### config.mk
export PLATFORM = sky130hd
export DESIGN_NAME = pitc_top
export DESIGN_NICKNAME = d
export VERILOG_FILES = /design/src/common/pitc_pkg.sv /design/src/hw/pitc_pick.sv /design/src/hw/pitc_top.sv
export SDC_FILE = /design/constraint.sdc
export NUM_CORES = 1
export LEC_CHECK = 0
export BUFFER_PORTS_ARGS = -buffer_cell sky130_fd_sc_hd__buf_4
export CORE_UTILIZATION = 40
export CTS_BUF_LIST = sky130_fd_sc_hd__clkbuf_2 sky130_fd_sc_hd__clkbuf_4 sky130_fd_sc_hd__clkbuf_8
export DETAILED_ROUTE_END_ITERATION = 10
export PLACE_DENSITY = 0.57
export SLEW_MARGIN = 25
export SYNTH_ARGS = -nofsm -noshare
export SYNTH_HDL_FRONTEND = slang
export SYNTH_SLANG_ARGS = --single-unit
### constraint.sdc
create_clock -name clk -period 57.1 [get_ports clk]
set_input_delay 2.855 -clock clk [delete_from_list [all_inputs] [get_ports clk]]
set_output_delay 2.855 -clock clk [all_outputs]
set_load 0.01 [all_outputs]
### src/common/pitc_pkg.sv
`default_nettype none
// Shared constants for the priority interrupt and trap controller
package pitc_pkg;
    // Source counts
    localparam int NSRC = 29;
    localparam int NTRAP = 4;
    localparam int NEXT = 3;
    // Register byte offsets
    localparam logic [7:0] OFS_FLAGS = 8'h00;   // Three request flag words
    localparam logic [7:0] OFS_EN = 8'h0c;      // Three enable words
    localparam logic [7:0] OFS_PRIO = 8'h18;    // Twelve priority words
    localparam logic [7:0] OFS_CTRL1 = 8'h48;
    localparam logic [7:0] OFS_CTRL2 = 8'h4c;
    localparam logic [7:0] OFS_LEVEL = 8'h50;
    localparam logic [7:0] OFS_WIN = 8'h54;
    localparam logic [7:0] OFS_VSTAT = 8'h58;
    localparam logic [7:0] OFS_RCAUSE = 8'h5c;
    localparam logic [3:0] N_FLAG_REGS = 4'h3;
    localparam logic [3:0] N_PRIO_REGS = 4'hc;
    // Field positions
    localparam int CTRL1_NST_BIT = 15;
    localparam int CTRL1_OVA_EN_BIT = 8;
    localparam int CTRL1_COV_EN_BIT = 9;
    localparam int CTRL2_ALT_BIT = 15;
    localparam int CTRL2_WIN_BIT = 14;
    localparam int VSTAT_REQ_BIT = 15;
    // Trap indices, lowest priority first
    localparam int TRAP_MATH = 0;
    localparam int TRAP_STACK = 1;
    localparam int TRAP_ADDR = 2;
    localparam int TRAP_OSC = 3;
    localparam logic [3:0] TRAP_LVL_BASE = 4'hb;   // Math 11 up to osc 14
    localparam logic [5:0] TRAP_VEC_BASE = 6'h01;
    localparam logic [5:0] IRQ_VEC_BASE = 6'h08;
    // Reset cause bits
    localparam int RC_WDT = 0;
    localparam int RC_UWR = 1;
    localparam int RC_ILL = 2;
    localparam int RC_BRN = 3;
    localparam int RC_LOCK = 4;
    // Vector space and reset values
    localparam logic [23:0] PVT_BASE = 24'h000004;
    localparam logic [23:0] AVT_BASE = 24'h000084;
    localparam logic [23:0] VEC_SPACE_LO = 24'h000004;
    localparam logic [23:0] VEC_SPACE_HI = 24'h0000fe;
    localparam logic [23:0] RESET_ADDR = 24'h000000;
    localparam logic [3:0] LEVEL_RST = 4'h0;
    localparam logic [3:0] LEVEL_TOP_MASKABLE = 4'h7;
    localparam logic [2:0] PRIO_WIN_PASS = 3'h7;
    localparam int WIN_W = 14;
    localparam logic [47:0] SRC_MASK = 48'h00001fffffff;
    localparam logic [191:0] PRIO_MASK = {76'h0, {29{4'h7}}};
    // Bus handshake states
    typedef enum logic [1:0] {
        PITC_BUS_IDLE = 2'b01,
        PITC_BUS_RESP = 2'b10
    } pitc_bus_t;
endpackage : pitc_pkg
`default_nettype wire

### src/hw/pitc_pick.sv
`timescale 1ns/100ps
`default_nettype none
// Highest-priority eligible source, lowest index on a tie
module pitc_pick (
    // Eligible sources and their priorities
    input wire logic [pitc_pkg::NSRC-1:0] cand,
    input wire logic [3*pitc_pkg::NSRC-1:0] prio,
    // Winner
    output logic found,
    output logic [4:0] idx,
    output logic [2:0] lvl
);
    import pitc_pkg::*;

    // Scan from top so lower indices overwrite equal levels
    always_comb begin
        found = 1'b0;
        idx = 5'h00;
        lvl = 3'h0;
        for (int i = NSRC - 1; i >= 0; i--) begin
            if (cand[i] && (!found || prio[3*i +: 3] >= lvl)) begin
                found = 1'b1;
                idx = 5'(i);
                lvl = prio[3*i +: 3];
            end
        end
    end
endmodule : pitc_pick
`default_nettype wire

### src/hw/pitc_top.sv
// Register access over Avalon-MM and the register addresses were decided locally.
`timescale 1ns/100ps
`default_nettype none
// Contract
// - Arbitrate 29 sources and 4 traps
// - Hardware sets flags, software clears them
// - Flags set regardless of enable bit
// - Per-source enable gates forwarding
// - Source priority 1 to 7, 7 highest
// - Priority zero means never serviced
// - Four-bit CPU priority level
// - Nesting disable blocks new interrupts
// - Level writes ignored under nesting disable
// - Disable window blocks levels six and below
// - Vector address from 62-entry table
// - Vector space fetch raises address trap
// - Control 2 picks edges, alternate table
// - Reset forces program address zero
// - Listed faults request device reset
// - Flushed illegal opcode causes nothing
// - Traps non-maskable at levels 8-15; here traps sit at 11-14 and wait while the CPU level is at or above them
// - Level 7 masks interrupts, not traps
// - Trap waits for instruction completion
// - Higher trap pre-empts running trap
// - Divide by zero, oversize shift trap
// - Enabled accumulator overflows trap
module pitc_top (
    // Clock and reset
    input wire logic clk,
    input wire logic rst_b,
    // Avalon-MM slave
    input wire logic [7:0] avs_address,
    input wire logic avs_read,
    input wire logic avs_write,
    input wire logic [31:0] avs_writedata,
    input wire logic [3:0] avs_byteenable,
    output logic [31:0] avs_readdata,
    output logic avs_waitrequest,
    // Request sources
    input wire logic [pitc_pkg::NSRC-1:0] periph_req,
    input wire logic [pitc_pkg::NEXT-1:0] ext_int,
    // Trap causes
    input wire logic osc_fail,
    input wire logic stack_err,
    input wire logic div_zero,
    input wire logic shift_oversize,
    input wire logic acc_ovf31,
    input wire logic acc_guard_used,
    input wire logic acc_ovf39,
    input wire logic acc_sat_en,
    // Core execution status
    input wire logic fetch_valid,
    input wire logic [23:0] fetch_addr,
    input wire logic fetch_is_vector,
    input wire logic instr_boundary,
    input wire logic instr_retire,
    input wire logic instr_illegal,
    input wire logic instr_flushed,
    input wire logic uninit_wreg,
    // Reset causes
    input wire logic wdt_timeout,
    input wire logic brownout_reset,
    // Core handshake
    input wire logic irq_ack,
    input wire logic irq_return,
    input wire logic [3:0] ret_level,
    output logic irq_req,
    output logic [5:0] irq_vector,
    output logic [23:0] irq_vec_addr,
    output logic [3:0] irq_level,
    output logic [3:0] cpu_priority_level,
    output logic dev_reset_req
);
    import pitc_pkg::*;

    // Whole controller state
    typedef struct packed {
        pitc_bus_t bus;               // Bus handshake state
        logic wait_n;                 // Waitrequest level
        logic [31:0] rdata;           // Read data
        logic [47:0] flags;           // Request flags
        logic [47:0] en;              // Request enables
        logic [191:0] prio;           // Priority nibbles
        logic nesting_disable;        // No nesting
        logic ova_en;                 // Overflow 31 trap enable
        logic cov_en;                 // Overflow 39 trap enable
        logic [3:0] trap_st;          // Sticky trap status
        logic [3:0] trap_pend;        // Trap waiting
        logic [3:0] trap_arm;         // Trap after boundary
        logic alt_table;              // Alternate vector table
        logic [2:0] ext_pol;          // Edge select per pin
        logic [2:0] ext_prev;         // Previous pin levels
        logic [3:0] level;            // Current CPU level
        logic [WIN_W-1:0] win_cnt;    // Disable window count
        logic [3:0] depth;            // Services in progress
        logic req;                    // Request to core
        logic req_trap;               // Request is a trap
        logic [1:0] req_tidx;         // Trap index of request
        logic [5:0] vec;              // Presented vector
        logic [23:0] vaddr;           // Presented vector address
        logic [3:0] plevel;           // Level taken on ack
        logic rst_req;                // Device reset pulse
        logic [4:0] rcause;           // Sticky reset causes
    } pitc_state_t;

    pitc_state_t s_r;     // Registered state
    pitc_state_t s_nxt;   // Next state

    // Combinational helpers
    logic [2:0] ext_evt;
    logic [47:0] src_evt;
    logic [3:0] trap_evt;
    logic [4:0] rc_evt;
    logic [NSRC-1:0] cand;
    logic [3*NSRC-1:0] prio3;
    logic pk_found;
    logic [4:0] pk_idx;
    logic [2:0] pk_lvl;
    logic tp_found;
    logic [1:0] tp_idx;
    logic [3:0] tp_lvl;
    logic wr_en;
    logic [15:0] wr16;
    logic [3:0] wk;

    // Byte-lane merge into a 16-bit register
    function automatic logic [15:0] merge16(input logic [15:0] old, input logic [31:0] wd,
                                             input logic [3:0] be);
        merge16 = {be[1] ? wd[15:8] : old[15:8], be[0] ? wd[7:0] : old[7:0]};
    endfunction : merge16

    // Address is an aligned word inside a register group
    function automatic logic in_grp(input logic [7:0] a, input logic [7:0] base, input logic [3:0] n);
        in_grp = (a >= base) && (a < 8'(base + {2'b00, n, 2'b00})) && (a[1:0] == 2'b00);
    endfunction : in_grp

    // Word index inside a register group
    function automatic logic [3:0] grp_idx(input logic [7:0] a, input logic [7:0] base);
        grp_idx = 4'(8'(a - base) >> 2);
    endfunction : grp_idx

    // Vector address in the selected table
    function automatic logic [23:0] vec_addr(input logic alt, input logic [5:0] v);
        vec_addr = 24'((alt ? AVT_BASE : PVT_BASE) + {17'h0, v, 1'b0});
    endfunction : vec_addr

    // Register read mux
    function automatic logic [31:0] rd_mux(input pitc_state_t s, input logic [7:0] a);
        logic [3:0] k;
        k = 4'h0;
        rd_mux = 32'h0;
        if (in_grp(a, OFS_FLAGS, N_FLAG_REGS)) begin
            k = grp_idx(a, OFS_FLAGS);
            rd_mux = {16'h0, s.flags[16*k +: 16]};
        end else if (in_grp(a, OFS_EN, N_FLAG_REGS)) begin
            k = grp_idx(a, OFS_EN);
            rd_mux = {16'h0, s.en[16*k +: 16]};
        end else if (in_grp(a, OFS_PRIO, N_PRIO_REGS)) begin
            k = grp_idx(a, OFS_PRIO);
            rd_mux = {16'h0, s.prio[16*k +: 16]};
        end else begin
            case (a)
                OFS_CTRL1: rd_mux = {16'h0, s.nesting_disable, 5'h0, s.cov_en, s.ova_en, 4'h0, s.trap_st};
                OFS_CTRL2: rd_mux = {16'h0, s.alt_table, (s.win_cnt != '0), 11'h0, s.ext_pol};
                OFS_LEVEL: rd_mux = {28'h0, s.level};
                OFS_WIN: rd_mux = {18'h0, s.win_cnt};
                OFS_VSTAT: rd_mux = {16'h0, s.req, 3'h0, s.plevel, 2'h0, s.vec};
                OFS_RCAUSE: rd_mux = {27'h0, s.rcause};
                // Unmapped offsets read zero
                default: rd_mux = 32'h0;
            endcase
        end
    endfunction : rd_mux

    // Source eligibility against enables, priority and level
    always_comb begin
        for (int i = 0; i < NSRC; i++) begin
            prio3[3*i +: 3] = s_r.prio[4*i +: 3];
            cand[i] = s_r.flags[i] && s_r.en[i]
                && (prio3[3*i +: 3] != 3'h0)
                && ({1'b0, prio3[3*i +: 3]} > s_r.level)
                && (!s_r.nesting_disable || s_r.depth == 4'h0)
                && ((s_r.win_cnt == '0) || prio3[3*i +: 3] == PRIO_WIN_PASS);
        end
    end

    // Interrupt winner
    pitc_pick u_pick (
        .cand(cand),
        .prio(prio3),
        .found(pk_found),
        .idx(pk_idx),
        .lvl(pk_lvl)
    );

    // Highest armed trap above current level, ignoring masks
    always_comb begin
        tp_found = 1'b0;
        tp_idx = 2'h0;
        tp_lvl = 4'h0;
        for (int t = 0; t < NTRAP; t++) begin
            if (s_r.trap_arm[t] && 4'(TRAP_LVL_BASE + 4'(t)) > s_r.level) begin
                tp_found = 1'b1;
                tp_idx = 2'(t);
                tp_lvl = 4'(TRAP_LVL_BASE + 4'(t));
            end
        end
    end

    // Event detection
    always_comb begin
        // Edge select per external pin
        for (int e = 0; e < NEXT; e++) begin
            ext_evt[e] = s_r.ext_pol[e] ? (s_r.ext_prev[e] && !ext_int[e])
                                        : (!s_r.ext_prev[e] && ext_int[e]);
        end
        src_evt = {19'h0, periph_req[NSRC-1:NEXT], ext_evt};
        trap_evt[TRAP_MATH] = div_zero || shift_oversize
            || (acc_ovf31 && !acc_guard_used && s_r.ova_en)
            || (acc_ovf39 && !acc_sat_en && s_r.cov_en);
        trap_evt[TRAP_STACK] = stack_err;
        trap_evt[TRAP_ADDR] = fetch_valid && !fetch_is_vector
            && fetch_addr >= VEC_SPACE_LO && fetch_addr <= VEC_SPACE_HI;
        trap_evt[TRAP_OSC] = osc_fail;
        rc_evt[RC_WDT] = wdt_timeout;
        rc_evt[RC_UWR] = uninit_wreg;
        rc_evt[RC_ILL] = instr_illegal && !instr_flushed;
        rc_evt[RC_BRN] = brownout_reset;
        rc_evt[RC_LOCK] = (trap_evt & 4'(trap_evt - 4'h1)) != 4'h0;
    end

    // Next-state logic
    always_comb begin
        s_nxt = s_r;
        wr_en = 1'b0;
        wr16 = 16'h0;
        wk = 4'h0;
        s_nxt.ext_prev = ext_int;
        // Bus handshake: one wait cycle, then answer
        case (s_r.bus)
            PITC_BUS_IDLE: begin
                if (avs_read || avs_write) begin
                    s_nxt.bus = PITC_BUS_RESP;
                    s_nxt.wait_n = 1'b0;
                    s_nxt.rdata = avs_read ? rd_mux(s_r, avs_address) : 32'h0;
                end
            end
            PITC_BUS_RESP: begin
                s_nxt.bus = PITC_BUS_IDLE;
                s_nxt.wait_n = 1'b1;
                wr_en = avs_write;
            end
            default: begin
                s_nxt.bus = PITC_BUS_IDLE;
                s_nxt.wait_n = 1'b1;
            end
        endcase
        // Register writes
        if (wr_en) begin
            if (in_grp(avs_address, OFS_FLAGS, N_FLAG_REGS)) begin
                wk = grp_idx(avs_address, OFS_FLAGS);
                s_nxt.flags[16*wk +: 16] = merge16(s_r.flags[16*wk +: 16], avs_writedata, avs_byteenable);
            end else if (in_grp(avs_address, OFS_EN, N_FLAG_REGS)) begin
                wk = grp_idx(avs_address, OFS_EN);
                s_nxt.en[16*wk +: 16] = merge16(s_r.en[16*wk +: 16], avs_writedata, avs_byteenable);
            end else if (in_grp(avs_address, OFS_PRIO, N_PRIO_REGS)) begin
                wk = grp_idx(avs_address, OFS_PRIO);
                s_nxt.prio[16*wk +: 16] = merge16(s_r.prio[16*wk +: 16], avs_writedata, avs_byteenable);
            end else begin
                case (avs_address)
                    OFS_CTRL1: begin
                        wr16 = merge16(16'(rd_mux(s_r, OFS_CTRL1)), avs_writedata, avs_byteenable);
                        s_nxt.nesting_disable = wr16[CTRL1_NST_BIT];
                        s_nxt.ova_en = wr16[CTRL1_OVA_EN_BIT];
                        s_nxt.cov_en = wr16[CTRL1_COV_EN_BIT];
                        s_nxt.trap_st = wr16[NTRAP-1:0];
                    end
                    OFS_CTRL2: begin
                        wr16 = merge16(16'(rd_mux(s_r, OFS_CTRL2)), avs_writedata, avs_byteenable);
                        s_nxt.alt_table = wr16[CTRL2_ALT_BIT];
                        s_nxt.ext_pol = wr16[NEXT-1:0];
                    end
                    OFS_LEVEL: begin
                        // Level is read-only while nesting is off
                        if (!s_r.nesting_disable && avs_byteenable[0]) begin
                            s_nxt.level = avs_writedata[3:0];
                        end
                    end
                    OFS_WIN: begin
                        s_nxt.win_cnt = WIN_W'(merge16({2'b00, s_r.win_cnt}, avs_writedata,
                                                       avs_byteenable));
                    end
                    OFS_RCAUSE: begin
                        s_nxt.rcause = 5'(merge16({11'h0, s_r.rcause}, avs_writedata, avs_byteenable));
                    end
                    // Read-only and unmapped offsets ignore writes
                    default: begin
                    end
                endcase
            end
        end
        s_nxt.flags = s_nxt.flags & SRC_MASK;
        s_nxt.en = s_nxt.en & SRC_MASK;
        s_nxt.prio = s_nxt.prio & PRIO_MASK;
        // Hardware sets win over a software clear
        s_nxt.flags = s_nxt.flags | src_evt;
        s_nxt.trap_st = s_nxt.trap_st | trap_evt;
        s_nxt.rcause = s_nxt.rcause | rc_evt;
        s_nxt.rst_req = rc_evt != 5'h0;
        // Disable window counts retired instructions
        if (!(wr_en && avs_address == OFS_WIN) && instr_retire && s_r.win_cnt != '0) begin
            s_nxt.win_cnt = WIN_W'(s_r.win_cnt - 1'b1);
        end
        // Trap arms only after the faulting instruction completes
        s_nxt.trap_pend = s_r.trap_pend | trap_evt;
        s_nxt.trap_arm = s_r.trap_arm | (s_r.trap_pend & {NTRAP{instr_boundary}});
        // Core takes the presented request
        if (irq_ack && s_r.req) begin
            s_nxt.level = s_r.plevel;
            s_nxt.depth = 4'(s_r.depth + 4'h1);
            if (s_r.req_trap) begin
                s_nxt.trap_pend[s_r.req_tidx] = trap_evt[s_r.req_tidx];
                s_nxt.trap_arm[s_r.req_tidx] = 1'b0;
            end
            s_nxt.req = 1'b0;
        end else begin
            // Return restores the level the core saved
            if (irq_return) begin
                s_nxt.level = ret_level;
                if (s_r.depth != 4'h0) begin
                    s_nxt.depth = 4'(s_r.depth - 4'h1);
                end
            end
            // Traps outrank every maskable source
            s_nxt.req = (tp_found || pk_found) && !irq_return;
            s_nxt.req_trap = tp_found;
            s_nxt.req_tidx = tp_idx;
            if (tp_found) begin
                s_nxt.vec = 6'(TRAP_VEC_BASE + {4'h0, tp_idx});
                s_nxt.plevel = tp_lvl;
            end else begin
                s_nxt.vec = 6'(IRQ_VEC_BASE + {1'b0, pk_idx});
                s_nxt.plevel = {1'b0, pk_lvl};
            end
            s_nxt.vaddr = vec_addr(s_r.alt_table, s_nxt.vec);
        end
    end

    // State register with synchronous reset
    always_ff @(posedge clk) begin
        if (!rst_b) begin
            s_r <= '0;
            s_r.bus <= PITC_BUS_IDLE;
            s_r.wait_n <= 1'b1;
            s_r.level <= LEVEL_RST;
            s_r.vaddr <= RESET_ADDR;
        end else begin
            s_r <= s_nxt;
        end
    end

    // Outputs straight from state flops
    assign avs_readdata = s_r.rdata;
    assign avs_waitrequest = s_r.wait_n;
    assign irq_req = s_r.req;
    assign irq_vector = s_r.vec;
    assign irq_vec_addr = s_r.vaddr;
    assign irq_level = s_r.plevel;
    assign cpu_priority_level = s_r.level;
    assign dev_reset_req = s_r.rst_req;
endmodule : pitc_top
`default_nettype wire

==> flow_summary.yaml, run 1 <==
outcome:
  status: "complete, no violations"
placement:
  portBuffers: 146
  gp_congestion: 0.952
  dp_hpwl_um: 59200
detailed_routing:
  ant_nets: 0
  drc: 0
  avgViaCountPerCell: 6.13
  drt_iter0_drc: 2178
  wl_per_cell_um: 23.3
  wl_um: 76600
  num_vias: 20200
  firstDrtPassIters: 8
worst_setup_path:
  path_common_cell: "ha_1"
  worstPathMaxFanout: 25
  slowest_stage: "a2111oi_4"
  r2r_cells: 202
  crit_required_ns: 57.59
  r2r-start: "s_r[48]"
  critPathLaunch: "s_r[48]"
  r2r_slack_ns: 9.71
  cp-end-kind: "register"
  critPathKind: "register to register"
  cp-start-kind: "register"
  crit_arrival_ns: 47.88
  slowest_delay_ns: 0.79
  r2r_end: "irq_vec_addr[8]"
  crit_end: "irq_vec_addr[8]"
floorplan:
  floorplan.initialDensity_pct: 40.9
  dieWidth_um: 224
  rows: 80
  core_area_mm2: 0.0481
  die-area_mm2: 0.0501
  pin_count: 200
  dieHeight_um: 224
synthesis:
  ys_seq_elements: 234
  syn_inst: 2556
  netlist.top_cell.by_area: "dfxtp_1"
  syn_area_mm2: 0.0197
  synth_area_leaders: "dfxtp_1 (24%), ha_1 (11%), a21oi_1 (5.4%), nor2_1 (5.3%), mux2i_1 (4.1%)"
  syn_avg_cell_area_um2: 7.70
  yosysSeqAreaShare_pct: 23.8
  ys.flop_type: "dfxtp_1"
  async_reset_ff_share_pct: 0
  ys_types: 106
  synth-edff-count: 0
  synth_warnings: 0
  yosysTopAreaCellShare_pct: 23.8
clocking:
  cts_tree: "built"
  htree_levels: 2
  cts-root-buf: "clkbuf_8"
  cts.repair.resized: 0
  clk_pin_slew_ns: 0.06
  cts_buffers: 41
  cts_setup_buffers: 0
  clock_sinks: 234
  hold_buffers: 0
  cts.path.max_buffers: 3
  insertion_delay_ns: 0.57
cells_and_area:
  drive_gt1_share_pct: 12.8
  nets: 2904
  area_growth_pct: 11.0
  fillerInstances: 4897
  multi_input_area_mm2: 0.0137
  ff_latch_area_mm2: 0.00469
  post-route-util_pct: 45.4
min_path:
  hold_class: "register to register"
  holdPathStages: 2
timing:
  tightest_slew_ns: 1.03
  finalCritPeriodShare_pct: 83.0
  finalCriticalPeriod_ns: 47.39
  max_slew_margin_pct: 30.1
  grt_setup_unrepaired: "no"
  clock_skew_ns: 0.0230
  drv_slew: 0
  tns_ns: 0
  setup_viol: 0
  final_hold_viol_count: 0
  max_freq_ghz: 0.0211
grt:
  grt_max_degree: 125
  grt_pass1_vias: 19000
  grt_overflow: 0
  grt_antenna_before_repair: 3
  grtUsageTotal_pct: 30.0
  grt_pass1_wl_um: 116000
power:
  p_leak_nw: 8.61
  p_per_area_mw_per_mm2: 21.7
  peakVddDrop_mv: 0.0276
run:
  cap_violations: 0
## power breakdown
part	internal, mW	switching (mW)
clock network	0.106	0.0738
logic	0.0390	0.0676
registers	0.172	0.0163
total	0.317	0.158
## worst max-delay path, delay by kind of cell (launching register included)
| kind | cells | cell delay, ns |
|---|---|---|
| fa+ha+maj | 33 | 8.74 |
| flops | 1 | 0.40 |
| compound gates | 81 | 19.00 |
| simple gates | 70 | 13.82 |
| buf+inv | 5 | 0.68 |
| mux | 13 | 4.65 |
## cell families (layout without fill, tap and decap cells)
kind of cell    after synthesis  after routing  share of synthesized area [%]
compound gates              746            746                           26.4
xor+xnor                     10             10                          0.445
fa+ha+maj                   175            175                           11.1
buf+inv                     317            365                           7.51
flops                       234            234                           23.8
mux                         123            123                           7.47
other cells                   1             33                         0.0191
simple gates                950            950                           23.2
## worst min path at each step
stage                    start               to  slack [ns]
6_report       irq_vec_addr[8]  irq_vec_addr[8]        0.45
5_1_grt                s_r[79]          s_r[79]        0.48
4_1_cts        irq_vec_addr[8]  irq_vec_addr[8]        0.46
3_5_place_dp           s_r[79]          s_r[79]        0.45
3_3_place_gp   irq_vec_addr[8]  irq_vec_addr[8]        0.45
2_1_floorplan  irq_vec_addr[3]  irq_vec_addr[3]        0.43
## metal layers
layer  GRT usage [%]  vias to the layer above  wire length (µm)
met3            4.14                      141              6260
met4            11.9                        0              2890
li1                -                     9503                 -
met1            41.6                     9648             33700
met2            47.0                      890             33700
met5               0                        -                 0
## through the flow
| step | hold slack, ns | setup WS [ns] | instance area, µm² | power (mW) | std cells |
|---|---|---|---|---|---|
| global route | 0.484 | 6.21 | 21800 | 0.493 | 3291 |
| global placement | 0.445 | 11.11 | 20900 | 0.294 | 3218 |
| detailed placement | 0.453 | 10.26 | 20900 | 0.296 | 3218 |
| floorplan | 0.432 | 15.80 | 19800 | 0.258 | 2587 |
| CTS | 0.460 | 10.01 | 21800 | 0.474 | 3291 |
| finish | 0.454 | 9.71 | 21800 | 0.475 | 3292 |
## area by class of cell
type                            count  share of cell area [%]
Multi-Input combinational cell   2036                    62.5
Sequential cell                   234                    21.5
Timing Repair Buffer              164                    5.64
Clock buffer                       67                    3.99
Tap cell                          656                    3.76
Inverter                          128                    2.22
Clock inverter                      6                   0.395
Antenna cell                        1                  0.0115
## cell usage after synthesis (8+ instances only)
cell,count
a311oi_1,17
or2_2,10
o21a_1,31
nor3_1,100
dfxtp_1,234
or3_1,19
o31a_1,17
mux2_2,22
nand3_1,138
inv_1,127
and2_1,30
mux2i_1,81
and3_1,20
nor2b_1,18
nand3b_1,8
clkbuf_1,105
o31ai_1,23
a22oi_1,15
nor4_1,17
mux4_2,15
a21oi_1,213
nor3b_1,8
a21o_1,44
a221oi_1,12
o21ai_0,85
a211oi_1,86
nand2_1,213
a31oi_1,28
ha_1,171
or4_1,12
nor2_1,277
nand2b_1,43
buf_4,71
o211ai_1,33
nand4_1,13
## cells in the final DEF, fill, tap and decap left out, drive strengths merged, types with 93 or more instances in the layout
cell   instances
o21ai         93
nand2        213
buf          164
nand3        138
nor3         100
ha           171
a21oi        214
nor2         277
dfxtp        234
inv          129
(Power assumes the default switching activity.)
==> run 2: changes to the inputs <==
Clock period 57.1 ns to 47.4 ns, I/O delays scaled along.
==> run 2 against run 1 <==
Net effect: first-iteration DRC count grew 3.1%; via count up 0.72%; utilization increased by 0.23 points; wire length rose by 1.3%; cell area is 0.50% higher; worst setup slack worse by 6.7 ns; clock power rose by 16%; register-to-register slack worse by 6.7 ns; largest power group unchanged; critical endpoint unchanged; combinational power up 35%; highest routed layer is now met5.
==> flow_summary.yaml, run 2 (same netlist as run 1, synthesis figures left out) <==
worst_setup_path:
  cp-end-kind: "register"
  crit_required_ns: 47.90
  worstPathMaxFanout: 14
  slowest_stage: "or4_1"
  crit_arrival_ns: 44.93
  cp_top_family: "compound AO/OA/AOI/OAI gates"
  critPathKind: "register to register"
  cp-start-kind: "register"
  critPathBufInv: 7
  slowest_delay_ns: 0.54
  path_common_cell: "ha_1"
floorplan:
  dieHeight_um: 224
  dieWidth_um: 224
  die-area_mm2: 0.0501
  core_area_mm2: 0.0481
  rows: 80
  floorplan.initialDensity_pct: 40.9
  pin_count: 200
timing:
  max_freq_ghz: 0.0225
  drv_slew: 0
  finalCriticalPeriod_ns: 44.42
  max_slew_margin_pct: 32.7
  setup_viol: 0
  tightest_slew_ns: 1.00
  finalCritPeriodShare_pct: 93.7
  clock_skew_ns: 0.0520
  final_hold_viol_count: 0
clocking:
  htree_levels: 2
  cts-root-buf: "clkbuf_8"
  clk_pin_slew_ns: 0.06
  cts_buffers: 42
  insertion_delay_ns: 0.60
  cts_tree: "built"
  cts.path.max_buffers: 3
  clock_sinks: 234
cells_and_area:
  drive_gt1_share_pct: 13.8
  post-route-util_pct: 45.6
  area_growth_pct: 11.6
  nets: 2912
  mostFrequentLayoutCells: "nor2_1 (276), dfxtp_1 (231), nand2_1 (211), a21oi_1 (209), ha_1 (171)"
  final_common_cell: "nor2_1"
  fin_area_mm2: 0.0220
grt:
  grt_pass1_wl_um: 115000
  grt_antenna_before_repair: 5
  grt_pass1_vias: 18800
  grt_overflow: 0
  grt_max_degree: 120
  grtUsageTotal_pct: 29.7
detailed_routing:
  num_vias: 20300
  wl_um: 77500
  drt_iter0_drc: 2246
  drc: 0
  ant_nets: 0
  wl_per_cell_um: 23.5
  firstDrtPassIters: 6
  avgViaCountPerCell: 6.17
placement:
  dp_hpwl_um: 58900
  dpl_cell_area_mm2: 0.0209
  portBuffers: 146
  gp_congestion: 0.956
run:
  cap_violations: 0
power:
  peakVddDrop_mv: 0.0374
  total_power_mw: 0.579
  p_leak_nw: 8.64
  p_per_area_mw_per_mm2: 26.4
min_path:
  hold_class: "register to register"
outcome:
  status: "complete, no violations"
==> run 2: through the flow <==
stage	hold slack (ns)	cells	setup TNS, ns	worst slack, ns
after detailed placement	0.452	3219	0	0.741
after global placement	0.444	3219	0	1.49
after floorplan	0.432	2587	0	6.10
after CTS	0.458	3287	0	0.426
final	0.461	3294	0	2.98
after global routing	0.487	3293	-0.00244	-0.00244
==> run 2: power breakdown <==
group / switching, mW / internal [mW]
registers: 0.0202 / 0.207
clock network: 0.0899 / 0.117
logic: 0.0926 / 0.0513
total: 0.203 / 0.376
==> run 2: routing by layer <==
| layer | wire length [µm] | GRT usage (%) | vias up |
|---|---|---|---|
| li1 | - | - | 9518 |
| met1 | 33700 | 41.0 | 9822 |
| met2 | 34500 | 46.5 | 838 |
| met3 | 6850 | 5.02 | 142 |
| met4 | 2520 | 10.2 | 8 |
| met5 | 55 | 0 | - |
==> run 2: final cells by class <==
type	count	area, µm²
well taps	656	821
inverters	128	485
repair buffers	170	1280
clock buffers	60	744
multi-input cells	2037	13800
fillers	4888	26200
diodes	1	2.50
flip-flops and latches	234	4690
clock inverters	8	134
==> run 2: worst register-to-register path: cells and delay by family (launching register included) <==
| family | cells | cell delay, ns |
|---|---|---|
| simple gates | 75 | 13.90 |
| flops | 1 | 0.45 |
| fa+ha+maj | 32 | 8.38 |
| mux | 13 | 4.46 |
| buf+inv | 7 | 0.76 |
| compound gates | 82 | 16.38 |
==> run 2: worst paths after layout <==
path                            slack [ns]                  start  depth (start not counted)         endpoint
worst max-delay path                  2.98  cpu_priority_level[2]                        209  irq_vec_addr[8]
worst min-delay path                  0.46        irq_vec_addr[8]                          2  irq_vec_addr[8]
worst max register to register        2.98  cpu_priority_level[2]                        209  irq_vec_addr[8]
worst min register to register        0.46        irq_vec_addr[8]                          2  irq_vec_addr[8]
==> run 2: timing repair <==
| item | 4_1_cts | 5_1_grt |
|---|---|---|
| gates resized for setup | 0 | 31 |
| endpoints found under the setup margin | 0 | 16 |
| setup buffers | 0 | 5 |
| hold buffers | 0 | 0 |
